[src/hw/fep_pkg.sv]
// Shared types and constants for the 100 Mb/s coding datapath.
// Assumes one system clock; line bit timing comes from an enable divider.
package fep_pkg;

  // ---------------------------------------------------------------
  // Code groups
  // ---------------------------------------------------------------
  localparam logic [4:0] FEP_CG_IDLE = 5'h1f;
  localparam logic [4:0] FEP_CG_J    = 5'h18;
  localparam logic [4:0] FEP_CG_K    = 5'h11;
  localparam logic [4:0] FEP_CG_T    = 5'h0d;
  localparam logic [4:0] FEP_CG_R    = 5'h07;
  localparam logic [3:0] FEP_PREAMBLE_NIB = 4'h5;
  localparam logic [9:0] FEP_PAIR_JK   = {FEP_CG_J, FEP_CG_K};
  localparam logic [9:0] FEP_PAIR_TR   = {FEP_CG_T, FEP_CG_R};
  localparam logic [9:0] FEP_PAIR_IDLE = {FEP_CG_IDLE, FEP_CG_IDLE};

  // ---------------------------------------------------------------
  // Counts and scrambler taps
  // ---------------------------------------------------------------
  localparam int         FEP_GROUP_BITS = 5;
  localparam logic [2:0] FEP_GROUP_LAST = 3'h4;
  localparam int         FEP_LFSR_LEN   = 11;
  localparam int         FEP_TAP_HI     = 10;
  localparam int         FEP_TAP_LO     = 8;
  localparam logic [10:0] FEP_LFSR_SEED = 11'h7ff;

  // ---------------------------------------------------------------
  // Types
  // ---------------------------------------------------------------
  typedef enum logic [2:0] {
    FEP_TX_IDLE, FEP_TX_K, FEP_TX_DATA, FEP_TX_R
  } fep_tx_state_type;

  typedef struct packed {
    logic       en;
    logic [3:0] nib;
    logic [4:0] sym;
  } fep_tx_in_type;

  typedef struct packed {
    logic       dv;
    logic       er;
    logic [3:0] nib;
  } fep_rx_out_type;

  typedef struct packed {
    logic pos;
    logic neg;
  } fep_mlt_type;

endpackage : fep_pkg

[src/hw/fep_coding.sv]
// 100 Mb/s coding datapath: nibble encode/scramble/serialize/MLT-3 on
// transmit, and the reverse on receive, down to MAC nibbles.
// Assumes the MAC side is on i_clk_sys; the line inputs are asynchronous.
`timescale 1ns/1ps
module fep_coding #(
  parameter int BIT_DIV   = 1,
  parameter int LOCK_BITS = 30
) (
  input  wire logic                   i_clk_sys,
  input  wire logic                   i_sys_rst,
  input  wire logic                   i_bypass,
  input  wire fep_pkg::fep_tx_in_type i_tx,
  output logic                        o_tx_take,
  output fep_pkg::fep_mlt_type        o_tx_mlt,
  input  wire logic                   i_sig_det,
  input  wire fep_pkg::fep_mlt_type   i_rx_mlt,
  output fep_pkg::fep_rx_out_type     o_rx,
  output logic                        o_rx_lock
);
  import fep_pkg::*;

  // ---------------------------------------------------------------
  // Functions
  // ---------------------------------------------------------------
  function automatic logic [4:0] enc4(input logic [3:0] n);
    logic [4:0] c;
    c = FEP_CG_IDLE;
    case (n)
      4'h0: c = 5'h1e;
      4'h1: c = 5'h09;
      4'h2: c = 5'h14;
      4'h3: c = 5'h15;
      4'h4: c = 5'h0a;
      4'h5: c = 5'h0b;
      4'h6: c = 5'h0e;
      4'h7: c = 5'h0f;
      4'h8: c = 5'h12;
      4'h9: c = 5'h13;
      4'ha: c = 5'h16;
      4'hb: c = 5'h17;
      4'hc: c = 5'h1a;
      4'hd: c = 5'h1b;
      4'he: c = 5'h1c;
      default: c = 5'h1d;
    endcase
    return c;
  endfunction : enc4

  // Returns {valid, nibble}; inverse of enc4
  function automatic logic [4:0] dec5(input logic [4:0] c);
    logic [4:0] r;
    r = 5'h00;
    for (int i = 0; i < 16; i++) begin
      if (enc4(4'(i)) == c) begin
        r = {1'b1, 4'(i)};
      end
    end
    return r;
  endfunction : dec5

  function automatic logic [10:0] lfsr_step(input logic [10:0] s);
    return {s[FEP_TAP_HI-1:0], s[FEP_TAP_HI] ^ s[FEP_TAP_LO]};
  endfunction : lfsr_step

  // Returns {key5, next state}; first key bit lands in bit 4
  function automatic logic [15:0] lfsr_group(input logic [10:0] s);
    logic [10:0] t;
    logic [4:0]  k;
    t = s;
    k = 5'h00;
    for (int i = FEP_GROUP_BITS - 1; i >= 0; i--) begin
      t    = lfsr_step(t);
      k[i] = t[0];
    end
    return {k, t};
  endfunction : lfsr_group

  // ---------------------------------------------------------------
  // Bit enable divider
  // ---------------------------------------------------------------
  logic [7:0] div_reg;
  wire        bit_en = (div_reg == 8'(BIT_DIV - 1));

  always_ff @(posedge i_clk_sys) begin
    if (i_sys_rst || bit_en) begin
      div_reg <= 8'h00;
    end else begin
      div_reg <= div_reg + 8'h01;
    end
  end

  // ---------------------------------------------------------------
  // Transmit: encoder and scrambler
  // ---------------------------------------------------------------
  fep_tx_state_type tx_state_reg, tx_state_next;
  logic [2:0]       tx_cnt_reg;
  logic [10:0]      tx_lfsr_reg;
  logic [4:0]       tx_sh_reg;
  logic             nrzi_reg;
  logic [1:0]       mlt_ph_reg;
  logic [4:0]       tx_group;

  wire        tx_load = bit_en && (tx_cnt_reg == FEP_GROUP_LAST);
  wire [15:0] tx_scr  = lfsr_group(tx_lfsr_reg);
  wire [4:0]  tx_wire = tx_group ^ tx_scr[15:11];

  always_comb begin
    tx_state_next = tx_state_reg;
    tx_group      = FEP_CG_IDLE;
    if (i_bypass) begin
      tx_group      = i_tx.sym;
      tx_state_next = FEP_TX_IDLE;
    end else begin
      case (tx_state_reg)
        FEP_TX_IDLE: begin
          if (i_tx.en) begin
            tx_group      = FEP_CG_J;
            tx_state_next = FEP_TX_K;
          end
        end
        FEP_TX_K: begin
          tx_group      = FEP_CG_K;
          tx_state_next = FEP_TX_DATA;
        end
        FEP_TX_DATA: begin
          if (i_tx.en) begin
            tx_group = enc4(i_tx.nib);
          end else begin
            tx_group      = FEP_CG_T;
            tx_state_next = FEP_TX_R;
          end
        end
        FEP_TX_R: begin
          tx_group      = FEP_CG_R;
          tx_state_next = FEP_TX_IDLE;
        end
        default: tx_state_next = FEP_TX_IDLE;
      endcase
    end
  end

  // ---------------------------------------------------------------
  // Transmit: serializer, NRZI and MLT-3 split
  // ---------------------------------------------------------------
  wire tx_bit    = tx_sh_reg[FEP_GROUP_BITS-1];
  wire nrzi_next = nrzi_reg ^ tx_bit;

  always_ff @(posedge i_clk_sys) begin
    if (i_sys_rst) begin
      tx_state_reg <= FEP_TX_IDLE;
      tx_cnt_reg   <= 3'h0;
      tx_lfsr_reg  <= FEP_LFSR_SEED;
      tx_sh_reg    <= FEP_CG_IDLE;
      o_tx_take    <= 1'b0;
    end else begin
      o_tx_take <= tx_load;
      if (bit_en) begin
        tx_cnt_reg <= tx_load ? 3'h0 : tx_cnt_reg + 3'h1;
      end
      if (tx_load) begin
        tx_state_reg <= tx_state_next;
        tx_lfsr_reg  <= tx_scr[10:0];
        tx_sh_reg    <= tx_wire;
      end else if (bit_en) begin
        tx_sh_reg <= {tx_sh_reg[3:0], 1'b0};
      end
    end
  end

  // MLT-3 phase walks 0,+,0,- on each NRZI transition
  always_ff @(posedge i_clk_sys) begin
    if (i_sys_rst) begin
      nrzi_reg   <= 1'b0;
      mlt_ph_reg <= 2'h0;
      o_tx_mlt   <= '0;
    end else if (bit_en) begin
      nrzi_reg <= nrzi_next;
      if (nrzi_next != nrzi_reg) begin
        mlt_ph_reg   <= mlt_ph_reg + 2'h1;
        o_tx_mlt.pos <= (mlt_ph_reg == 2'h0);
        o_tx_mlt.neg <= (mlt_ph_reg == 2'h2);
      end
    end
  end

  // ---------------------------------------------------------------
  // Receive: input sync, MLT-3 decode, bit timing
  // ---------------------------------------------------------------
  logic [2:0] rx_s1_reg, rx_s2_reg;
  logic [1:0] rx_lvl_reg;
  logic       rx_nrzi_reg, rx_nrzi_d_reg;
  logic [7:0] rx_ph_reg;

  wire rx_lvl_chg = ({rx_s2_reg[1], rx_s2_reg[0]} != rx_lvl_reg);
  wire rx_sig     = rx_s2_reg[2];
  wire rx_stb     = (rx_ph_reg == 8'(BIT_DIV / 2));
  wire rx_nrz     = rx_nrzi_reg ^ rx_nrzi_d_reg;

  always_ff @(posedge i_clk_sys) begin
    if (i_sys_rst) begin
      rx_s1_reg     <= 3'h0;
      rx_s2_reg     <= 3'h0;
      rx_lvl_reg    <= 2'h0;
      rx_nrzi_reg   <= 1'b0;
      rx_nrzi_d_reg <= 1'b0;
      rx_ph_reg     <= 8'h00;
    end else begin
      rx_s1_reg  <= {i_sig_det, i_rx_mlt.pos, i_rx_mlt.neg};
      rx_s2_reg  <= rx_s1_reg;
      rx_lvl_reg <= rx_s2_reg[1:0];
      if (rx_lvl_chg) begin
        rx_nrzi_reg <= ~rx_nrzi_reg;
      end
      // Phase resets on every line transition; sample mid bit
      if (rx_lvl_chg || rx_ph_reg == 8'(BIT_DIV - 1)) begin
        rx_ph_reg <= 8'h00;
      end else begin
        rx_ph_reg <= rx_ph_reg + 8'h01;
      end
      if (rx_stb) begin
        rx_nrzi_d_reg <= rx_nrzi_reg;
      end
    end
  end

  // ---------------------------------------------------------------
  // Receive: parallel word, descrambler, alignment, decoder
  // ---------------------------------------------------------------
  logic [9:0]  rx_raw_reg, rx_key_reg;
  logic [10:0] rx_lfsr_reg;
  logic [7:0]  lock_cnt_reg;
  logic        in_frame_reg;
  logic [2:0]  rx_cnt_reg;

  wire [10:0] rx_lfsr_nx = lfsr_step(rx_lfsr_reg);
  wire        rx_key_bit = o_rx_lock ? rx_lfsr_nx[0] : ~rx_nrz;
  wire        key_match  = (rx_lfsr_nx[0] == ~rx_nrz);
  wire [9:0]  rx_des     = rx_raw_reg ^ rx_key_reg;
  wire        grp_end    = in_frame_reg && (rx_cnt_reg == FEP_GROUP_LAST);
  wire [4:0]  dec_prev   = dec5(rx_des[9:5]);

  always_ff @(posedge i_clk_sys) begin
    if (i_sys_rst) begin
      rx_raw_reg   <= 10'h000;
      rx_key_reg   <= 10'h000;
      rx_lfsr_reg  <= FEP_LFSR_SEED;
      lock_cnt_reg <= 8'h00;
      o_rx_lock    <= 1'b0;
    end else if (!rx_sig) begin
      lock_cnt_reg <= 8'h00;
      o_rx_lock    <= 1'b0;
    end else if (rx_stb) begin
      rx_raw_reg <= {rx_raw_reg[8:0], rx_nrz};
      rx_key_reg <= {rx_key_reg[8:0], rx_key_bit};
      // Unlocked: idle is all ones, so the key equals the inverted bit
      rx_lfsr_reg <= o_rx_lock ? rx_lfsr_nx
                               : {rx_lfsr_reg[9:0], ~rx_nrz};
      if (!o_rx_lock) begin
        lock_cnt_reg <= key_match ? lock_cnt_reg + 8'h01 : 8'h00;
        o_rx_lock    <= (lock_cnt_reg == 8'(LOCK_BITS));
      end
    end
  end

  always_ff @(posedge i_clk_sys) begin
    if (i_sys_rst) begin
      in_frame_reg <= 1'b0;
      rx_cnt_reg   <= 3'h0;
      o_rx         <= '0;
    end else begin
      o_rx.dv <= 1'b0;
      o_rx.er <= 1'b0;
      if (!o_rx_lock) begin
        in_frame_reg <= 1'b0;
      end else if (rx_stb) begin
        rx_cnt_reg <= grp_end ? 3'h0 : rx_cnt_reg + 3'h1;
        if (!in_frame_reg && rx_des == FEP_PAIR_JK) begin
          in_frame_reg <= 1'b1;
          rx_cnt_reg   <= 3'h0;
          o_rx.dv      <= 1'b1;
          o_rx.nib     <= FEP_PREAMBLE_NIB;
        end else if (grp_end) begin
          if (rx_des == FEP_PAIR_TR || rx_des == FEP_PAIR_IDLE) begin
            in_frame_reg <= 1'b0;
          end else if (rx_des[9:5] == FEP_CG_K) begin
            o_rx.dv  <= 1'b1;
            o_rx.nib <= FEP_PREAMBLE_NIB;
          end else begin
            o_rx.dv  <= 1'b1;
            o_rx.er  <= ~dec_prev[4];
            o_rx.nib <= dec_prev[3:0];
          end
        end
      end
    end
  end

endmodule : fep_coding

[config.mk]
export PLATFORM = sky130hd
export DESIGN_NAME = fep_coding
export DESIGN_NICKNAME = d
export VERILOG_FILES = /design/src/hw/fep_pkg.sv /design/src/hw/fep_coding.sv
export SDC_FILE = /design/constraint.sdc
export NUM_CORES = 1
export LEC_CHECK = 0
export ABC_AREA = 1
export BUFFER_PORTS_ARGS = -buffer_cell sky130_fd_sc_hd__buf_2
export CAP_MARGIN = 15
export CORE_UTILIZATION = 30
export DETAILED_ROUTE_END_ITERATION = 8
export GPL_TIMING_DRIVEN = 0
export SLEW_MARGIN = 20
export SYNTH_ARGS = -nofsm -noshare
export SYNTH_HDL_FRONTEND = slang
export SYNTH_SLANG_ARGS = --single-unit
[constraint.sdc]
create_clock -name i_clk_sys -period 2 [get_ports i_clk_sys]
set_input_delay 0.1 -clock i_clk_sys [delete_from_list [all_inputs] [get_ports i_clk_sys]]
set_output_delay 0.1 -clock i_clk_sys [all_outputs]
set_load 0.02 [all_outputs]
==> flow_summary.json, run 1 <==
{
  "insertedDiodeCount": 0,
  "layout_area_growth_over_synthesis_pct": 15.5,
  "timing.final.max_slew_violations": 0,
  "clock_sinks": 102,
  "clkTransAtPathRegs_ps": 70,
  "synth_area_leaders": "dfxtp_1 (41%), nand2_1 (13%), inv_1 (7.0%)",
  "critical_path_class": "register to register",
  "detail_route.iter0.violations": 276,
  "ir_drop_v": 0.000437,
  "starting_density_pct": 31.1,
  "synth.net_count": 755,
  "power.density_nw_per_um2": 757,
  "drtAntennaViolNets": 0,
  "syn-mean-instance-area_sq_um": 6.92,
  "timing.fmax_ghz": 0.556,
  "die-height_um": 131,
  "worstRegToRegCells": 10,
  "place.gp.congestion": 0.834,
  "setup_slack_ps": 203,
  "cp-end-kind": "register",
  "grtUsageTotal_pct": 12.6,
  "cts_buffer_depth": 2,
  "routed-via-count": 4359,
  "critPathRequiredTime_ps": 2220,
  "nNetsFinal": 795,
  "finalHoldViolations": 0,
  "cell_variety_after_synth": 39,
  "synthesis.yosys.warnings": 0,
  "post_placement_worst_setup_slack_ps": 121,
  "pre_antenna_drt_iters": 5,
  "holdPathStages": 5,
  "grt_max_degree": 18,
  "synth_top_flop_cell": "dfxtp_1",
  "fin_total_pwr_w": 0.00437,
  "floorplan.rows": 46,
  "netlist_area_sq_um": 5000,
  "number_of_antenna_violations_at_the_first_check_in_global_routing": 0,
  "netlist.top_cell.by_area": "dfxtp_1",
  "worstHoldPathType": "input port to register",
  "worstPathMaxFanout": 10,
  "async_flop_share_pct": 0,
  "hpwl_um": 7540,
  "total_wire_length_um": 10400,
  "synth.yosys.seq_area_share_pct": 40.8,
  "cts_root_buf": "clkbuf_16",
  "max_slew_margin_pct": 61.5,
  "post_drt_wl_per_cell_um": 10.6,
  "finalCritPeriodShare_pct": 89.9,
  "postSynthCellCount": 723,
  "vias_per_cell": 4.43,
  "tritoncts.num_buffers": 9,
  "critical_path_arrival_ps": 2020,
  "global_route_wire_length_before_repair_um": 17900,
  "seq_cells_post_synth": 102,
  "cap_violations": 0,
  "dieArea_sq_um": 17200,
  "worstSkewPairLatency_ps": 360,
  "tritoncts_clock_tree": "built",
  "detail_route.drc_violations": 0,
  "fraction_of_post_synthesis_cell_area_in_the_top_cell_type_by_area_pct": 40.8,
  "fin_hold_ws_ps": 150,
  "first_global_vias": 3915,
  "finalWorstPathRequiredPeriod_ps": 1800,
  "total_core_area_sq_um": 16100,
  "drive_gt1_share_pct": 10.7,
  "synth_enable_flop_cells": 0,
  "final.fill_count": 1713,
  "die_w_um": 131,
  "worst_clock_skew_ps": 8.99,
  "setup_viol": 0,
  "top_level_ports": 26,
  "critical_path.startpoint_type": "register",
  "globalRoute.totalOverflow": 0,
  "run_status": "completed",
  "final_cell_utilization_of_the_core_pct": 36.0,
  "max_slew.worst_pin.slew_ps": 577,
  "power_leakage_nw": 2.57,
  "h-tree-depth": 3,
  "buffer_ports.inserted": 24
}
placed cells by master, fill, tap and decap left out, drive strengths merged:
cell	Yosys	routed
and3	4	4
nand3	48	48
dfxtp	102	102
nand2	184	184
bufinv	0	1
nor3	16	16
buf	6	32
nand3b	2	2
nor4	2	2
clkbuf	7	17
or2	11	11
nor3b	1	1
nand4	7	7
dlygate4sd3	0	3
o211ai	2	2
xnor2	9	9
o31ai	1	1
a22oi	4	4
nor2	97	97
a31oi	2	2
clkinvlp	0	1
ha	16	16
clkinv	2	4
o21ai	39	39
a211oi	3	3
and2	1	1
inv	99	101
xor2	4	4
a21oi	54	54
power breakdown:
| part | total, W | switching [W] | internal, W | leakage [nW] |
|---|---|---|---|---|
| Sequential | 0.00216 | 0.0000466 | 0.00211 | 0.831 |
| Clock | 0.00182 | 0.000804 | 0.00101 | 0.149 |
| Combinational | 0.000401 | 0.000260 | 0.000141 | 1.59 |
path summary, 6_finish.rpt:
| check | from | endpoint | slack (ps) |
|---|---|---|---|
| setup / recovery | rx_ph_reg[0] | rx_lfsr_reg[5] | 200 |
| hold / removal | i_tx[0] | tx_sh_reg[0] | 150 |
| setup reg to reg | rx_ph_reg[0] | rx_lfsr_reg[5] | 200 |
| hold reg to reg | rx_s1_reg[1] | rx_s2_reg[1] | 400 |
cell type report:
type	instances	area, sq um	area share (%)
multi-input combinational	507	2530	43.7
sequential	102	2040	35.4
inverter	101	379	6.57
tap	216	270	4.68
clock buffer	10	239	4.14
timing repair buffer	29	190	3.29
clock inverter	6	68.8	1.19
buffer	13	58.8	1.02
metrics by stage:
step | std cells | setup TNS, ps | area (sq um)
after floorplan | 723 | 0 | 5000
after global placement | 963 | 0 | 5390
after detailed placement | 963 | 0 | 5390
after CTS | 982 | 0 | 5730
after global routing | 984 | -2.80 | 5770
final | 984 | 0 | 5770
Yosys cell counts, types with 5 or more instances:
cell type,instances
nand2_1,179
ha_1,16
nand3_1,45
nand4_1,7
inv_1,93
clkbuf_1,7
buf_2,5
xnor2_1,9
o21ai_0,37
inv_2,6
dfxtp_1,102
nor3_1,14
a21oi_1,54
nor2_2,5
or2_2,9
nor2_1,89
kinds of logic (layout without fill, tap and decap cells):
logic type | after synthesis | in the layout | synth area share (%)
and+or+nand+nor | 373 | 373 | 33.1
buffers and inverters | 114 | 159 | 8.76
AOI/OAI and AO/OA | 105 | 105 | 11.1
DFF | 102 | 102 | 40.8
adders and majority gates | 16 | 16 | 4.00
xor gates and xnor gates | 13 | 13 | 2.28
routing by layer:
metal / track usage, % / wire length [um] / vias up
met5: 0 / 0 / -
met4: 4.51 / 167 / 0
met3: 2.89 / 326 / 12
met2: 19.9 / 4560 / 58
met1: 16.7 / 5350 / 1917
li1: - / - / 2372
repair_timing:
item                                   CTS  global route
endpoints found under the hold margin    3             0
gates resized for setup                  0             1
setup endpoints to repair                0            35
buffers inserted                         0             2
hold buffers                             3             0
critical path, cell delays in order, from the launching register on:
cell	delay, ps
dfxtp_1	330
inv_1	70
ha_1	140
inv_1	50
nor3_2	190
nand2_4	180
nor2_4	250
inv_2	120
buf_2	200
nand2_1	70
nand3_1	60
Note: power is estimated with default switching activity, not from simulation.
==> run 2, diff against run 1 <==
clock period = 2.3 ns   (was 2 ns; I/O delays follow)
==> flow_summary.json, run 2 (synthesis gave the netlist of run 1 again) <==
{
  "hpwl_um": 7540,
  "grtUsageTotal_pct": 12.6,
  "dieArea_sq_um": 17200,
  "ir_drop_v": 0.000380,
  "max_slew.worst_pin.slew_ps": 581,
  "critical_path_class": "register to register",
  "timing.fmax_ghz": 0.534,
  "setup_viol": 0,
  "first_global_vias": 3915,
  "setup.reg_to_reg.worst_slack_ps": 430,
  "finalWorstPathRequiredPeriod_ps": 1870,
  "worstSkewPairLatency_ps": 350,
  "globalRoute.totalOverflow": 0,
  "place.gp.congestion": 0.834,
  "final_cell_utilization_of_the_core_pct": 35.7,
  "finalCritPeriodShare_pct": 81.4,
  "drive_gt1_share_pct": 10.3,
  "tritoncts_clock_tree": "built",
  "total_wire_length_um": 10300,
  "layout_area_growth_over_synthesis_pct": 14.6,
  "tritoncts.num_buffers": 9,
  "rsz_0062_raised_after_global_routing": "no",
  "crit_path_end": "rx_lfsr_reg[5]",
  "fin_total_pwr_w": 0.00381,
  "cts_root_buf": "clkbuf_16",
  "number_of_antenna_violations_at_the_first_check_in_global_routing": 0,
  "drtAntennaViolNets": 0,
  "buffer_ports.inserted": 24,
  "run_status": "completed",
  "cap_violations": 0,
  "nNetsFinal": 793,
  "crit-reg2reg-launch": "rx_ph_reg[0]",
  "most-common-layout-cells": "nand2_1 (179), dfxtp_1 (102), inv_1 (93)",
  "worstHoldPathType": "input port to register",
  "detail_route.iter0.violations": 277,
  "dpl.cell_count": 963,
  "finalHoldViolations": 0,
  "timing.final.max_slew_violations": 0,
  "worstRegToRegCells": 10,
  "max_slew_margin_pct": 61.3,
  "critical_path.startpoint_type": "register",
  "floorplan.rows": 46,
  "cts_resized": 0,
  "power_leakage_nw": 2.55,
  "die_w_um": 131,
  "critPathRequiredTime_ps": 2520,
  "clkTransAtPathRegs_ps": 70,
  "h-tree-depth": 3,
  "post_drt_wl_per_cell_um": 10.5,
  "cp-end-kind": "register",
  "top_level_ports": 26,
  "crit-reg2reg-capture": "rx_lfsr_reg[5]",
  "critical_path_arrival_ps": 2090,
  "setup_tns_ps": 0,
  "detail_route.drc_violations": 0,
  "die-height_um": 131,
  "cts_buffer_depth": 2,
  "insertedDiodeCount": 0,
  "worst_clock_skew_ps": 7.85,
  "power.density_nw_per_um2": 665,
  "grt_max_degree": 18,
  "vias_per_cell": 4.42,
  "pre_antenna_drt_iters": 5,
  "critical_path.startpoint": "rx_ph_reg[0]",
  "fin_cells": 982,
  "global_route_wire_length_before_repair_um": 17900,
  "layout_commonest_cell": "nand2_1",
  "total_core_area_sq_um": 16100,
  "worstPathMaxFanout": 10,
  "routed-via-count": 4344,
  "clock_sinks": 102,
  "starting_density_pct": 31.1
}
## run 2: cell count changes in the layout (fill, tap and decap cells not counted)
cell / previous run / this run
nor3_2: 2 / 1
nor3_1: 13 / 14
buf_12: 2 / 0
## run 2: worst min path at each step
stage           startpoint           end  slack (ps)  depth (start not counted)
4_1_cts            i_tx[0]  tx_sh_reg[0]         160                          5
2_1_floorplan  i_rx_mlt[0]  rx_s1_reg[0]         220                          2
5_1_grt            i_tx[0]  tx_sh_reg[0]         200                          5
6_report           i_tx[0]  tx_sh_reg[0]         160                          5
3_5_place_dp     i_sig_det  rx_s1_reg[2]         320                          3
3_3_place_gp     i_sig_det  rx_s1_reg[2]         320                          3
## run 2: final cells by class
cell class	count	area, sq um
clock buffers	10	239
flip-flops and latches	102	2040
well taps	216	270
clock inverters	6	68.8
plain buffers	13	58.8
multi-input cells	507	2520
repair buffers	27	150
fillers	1719	10300
inverters	101	379
## run 2: worst max-delay path, stage by stage (launching register included)
cell and delay [ps]:
dfxtp_1 330, inv_1 70, ha_1 140, inv_1 30, nor3_1 260, nand2_4 200, nor2_4 250, inv_2 120
buf_2 200, nand2_1 70, nand3_1 60
## run 2: timing repair
action | CTS | global route
hold buffers | 3 | 0
buffers inserted | 0 | 0
setup endpoints to repair | 0 | 0
hold endpoints to repair | 3 | 0
## run 2: power breakdown
group | internal (W) | total, W | switching (W)
Sequential | 0.00183 | 0.00187 | 0.0000404
Clock | 0.000882 | 0.00159 | 0.000704
Combinational | 0.000122 | 0.000349 | 0.000227
Total | 0.00284 | 0.00381 | 0.000971
## run 2: through the flow
| stage | instance area [sq um] | hold WS (ps) | setup WS [ps] |
|---|---|---|---|
| 6_report | 5730 | 157 | 429 |
| 3_3_place_gp | 5390 | 325 | 434 |
| 2_1_floorplan | 5000 | 222 | 678 |
| 5_1_grt | 5730 | 199 | 174 |
| 4_1_cts | 5730 | 156 | 392 |
| 3_5_place_dp | 5390 | 322 | 421 |
## run 2: metal layers
metal	GRT usage [%]	part of all wire (%)	wire [um]
met5	0	0	0
met4	4.51	1.5	158
met3	2.89	3.3	334
met2	19.9	43	4460
met1	16.7	52	5320
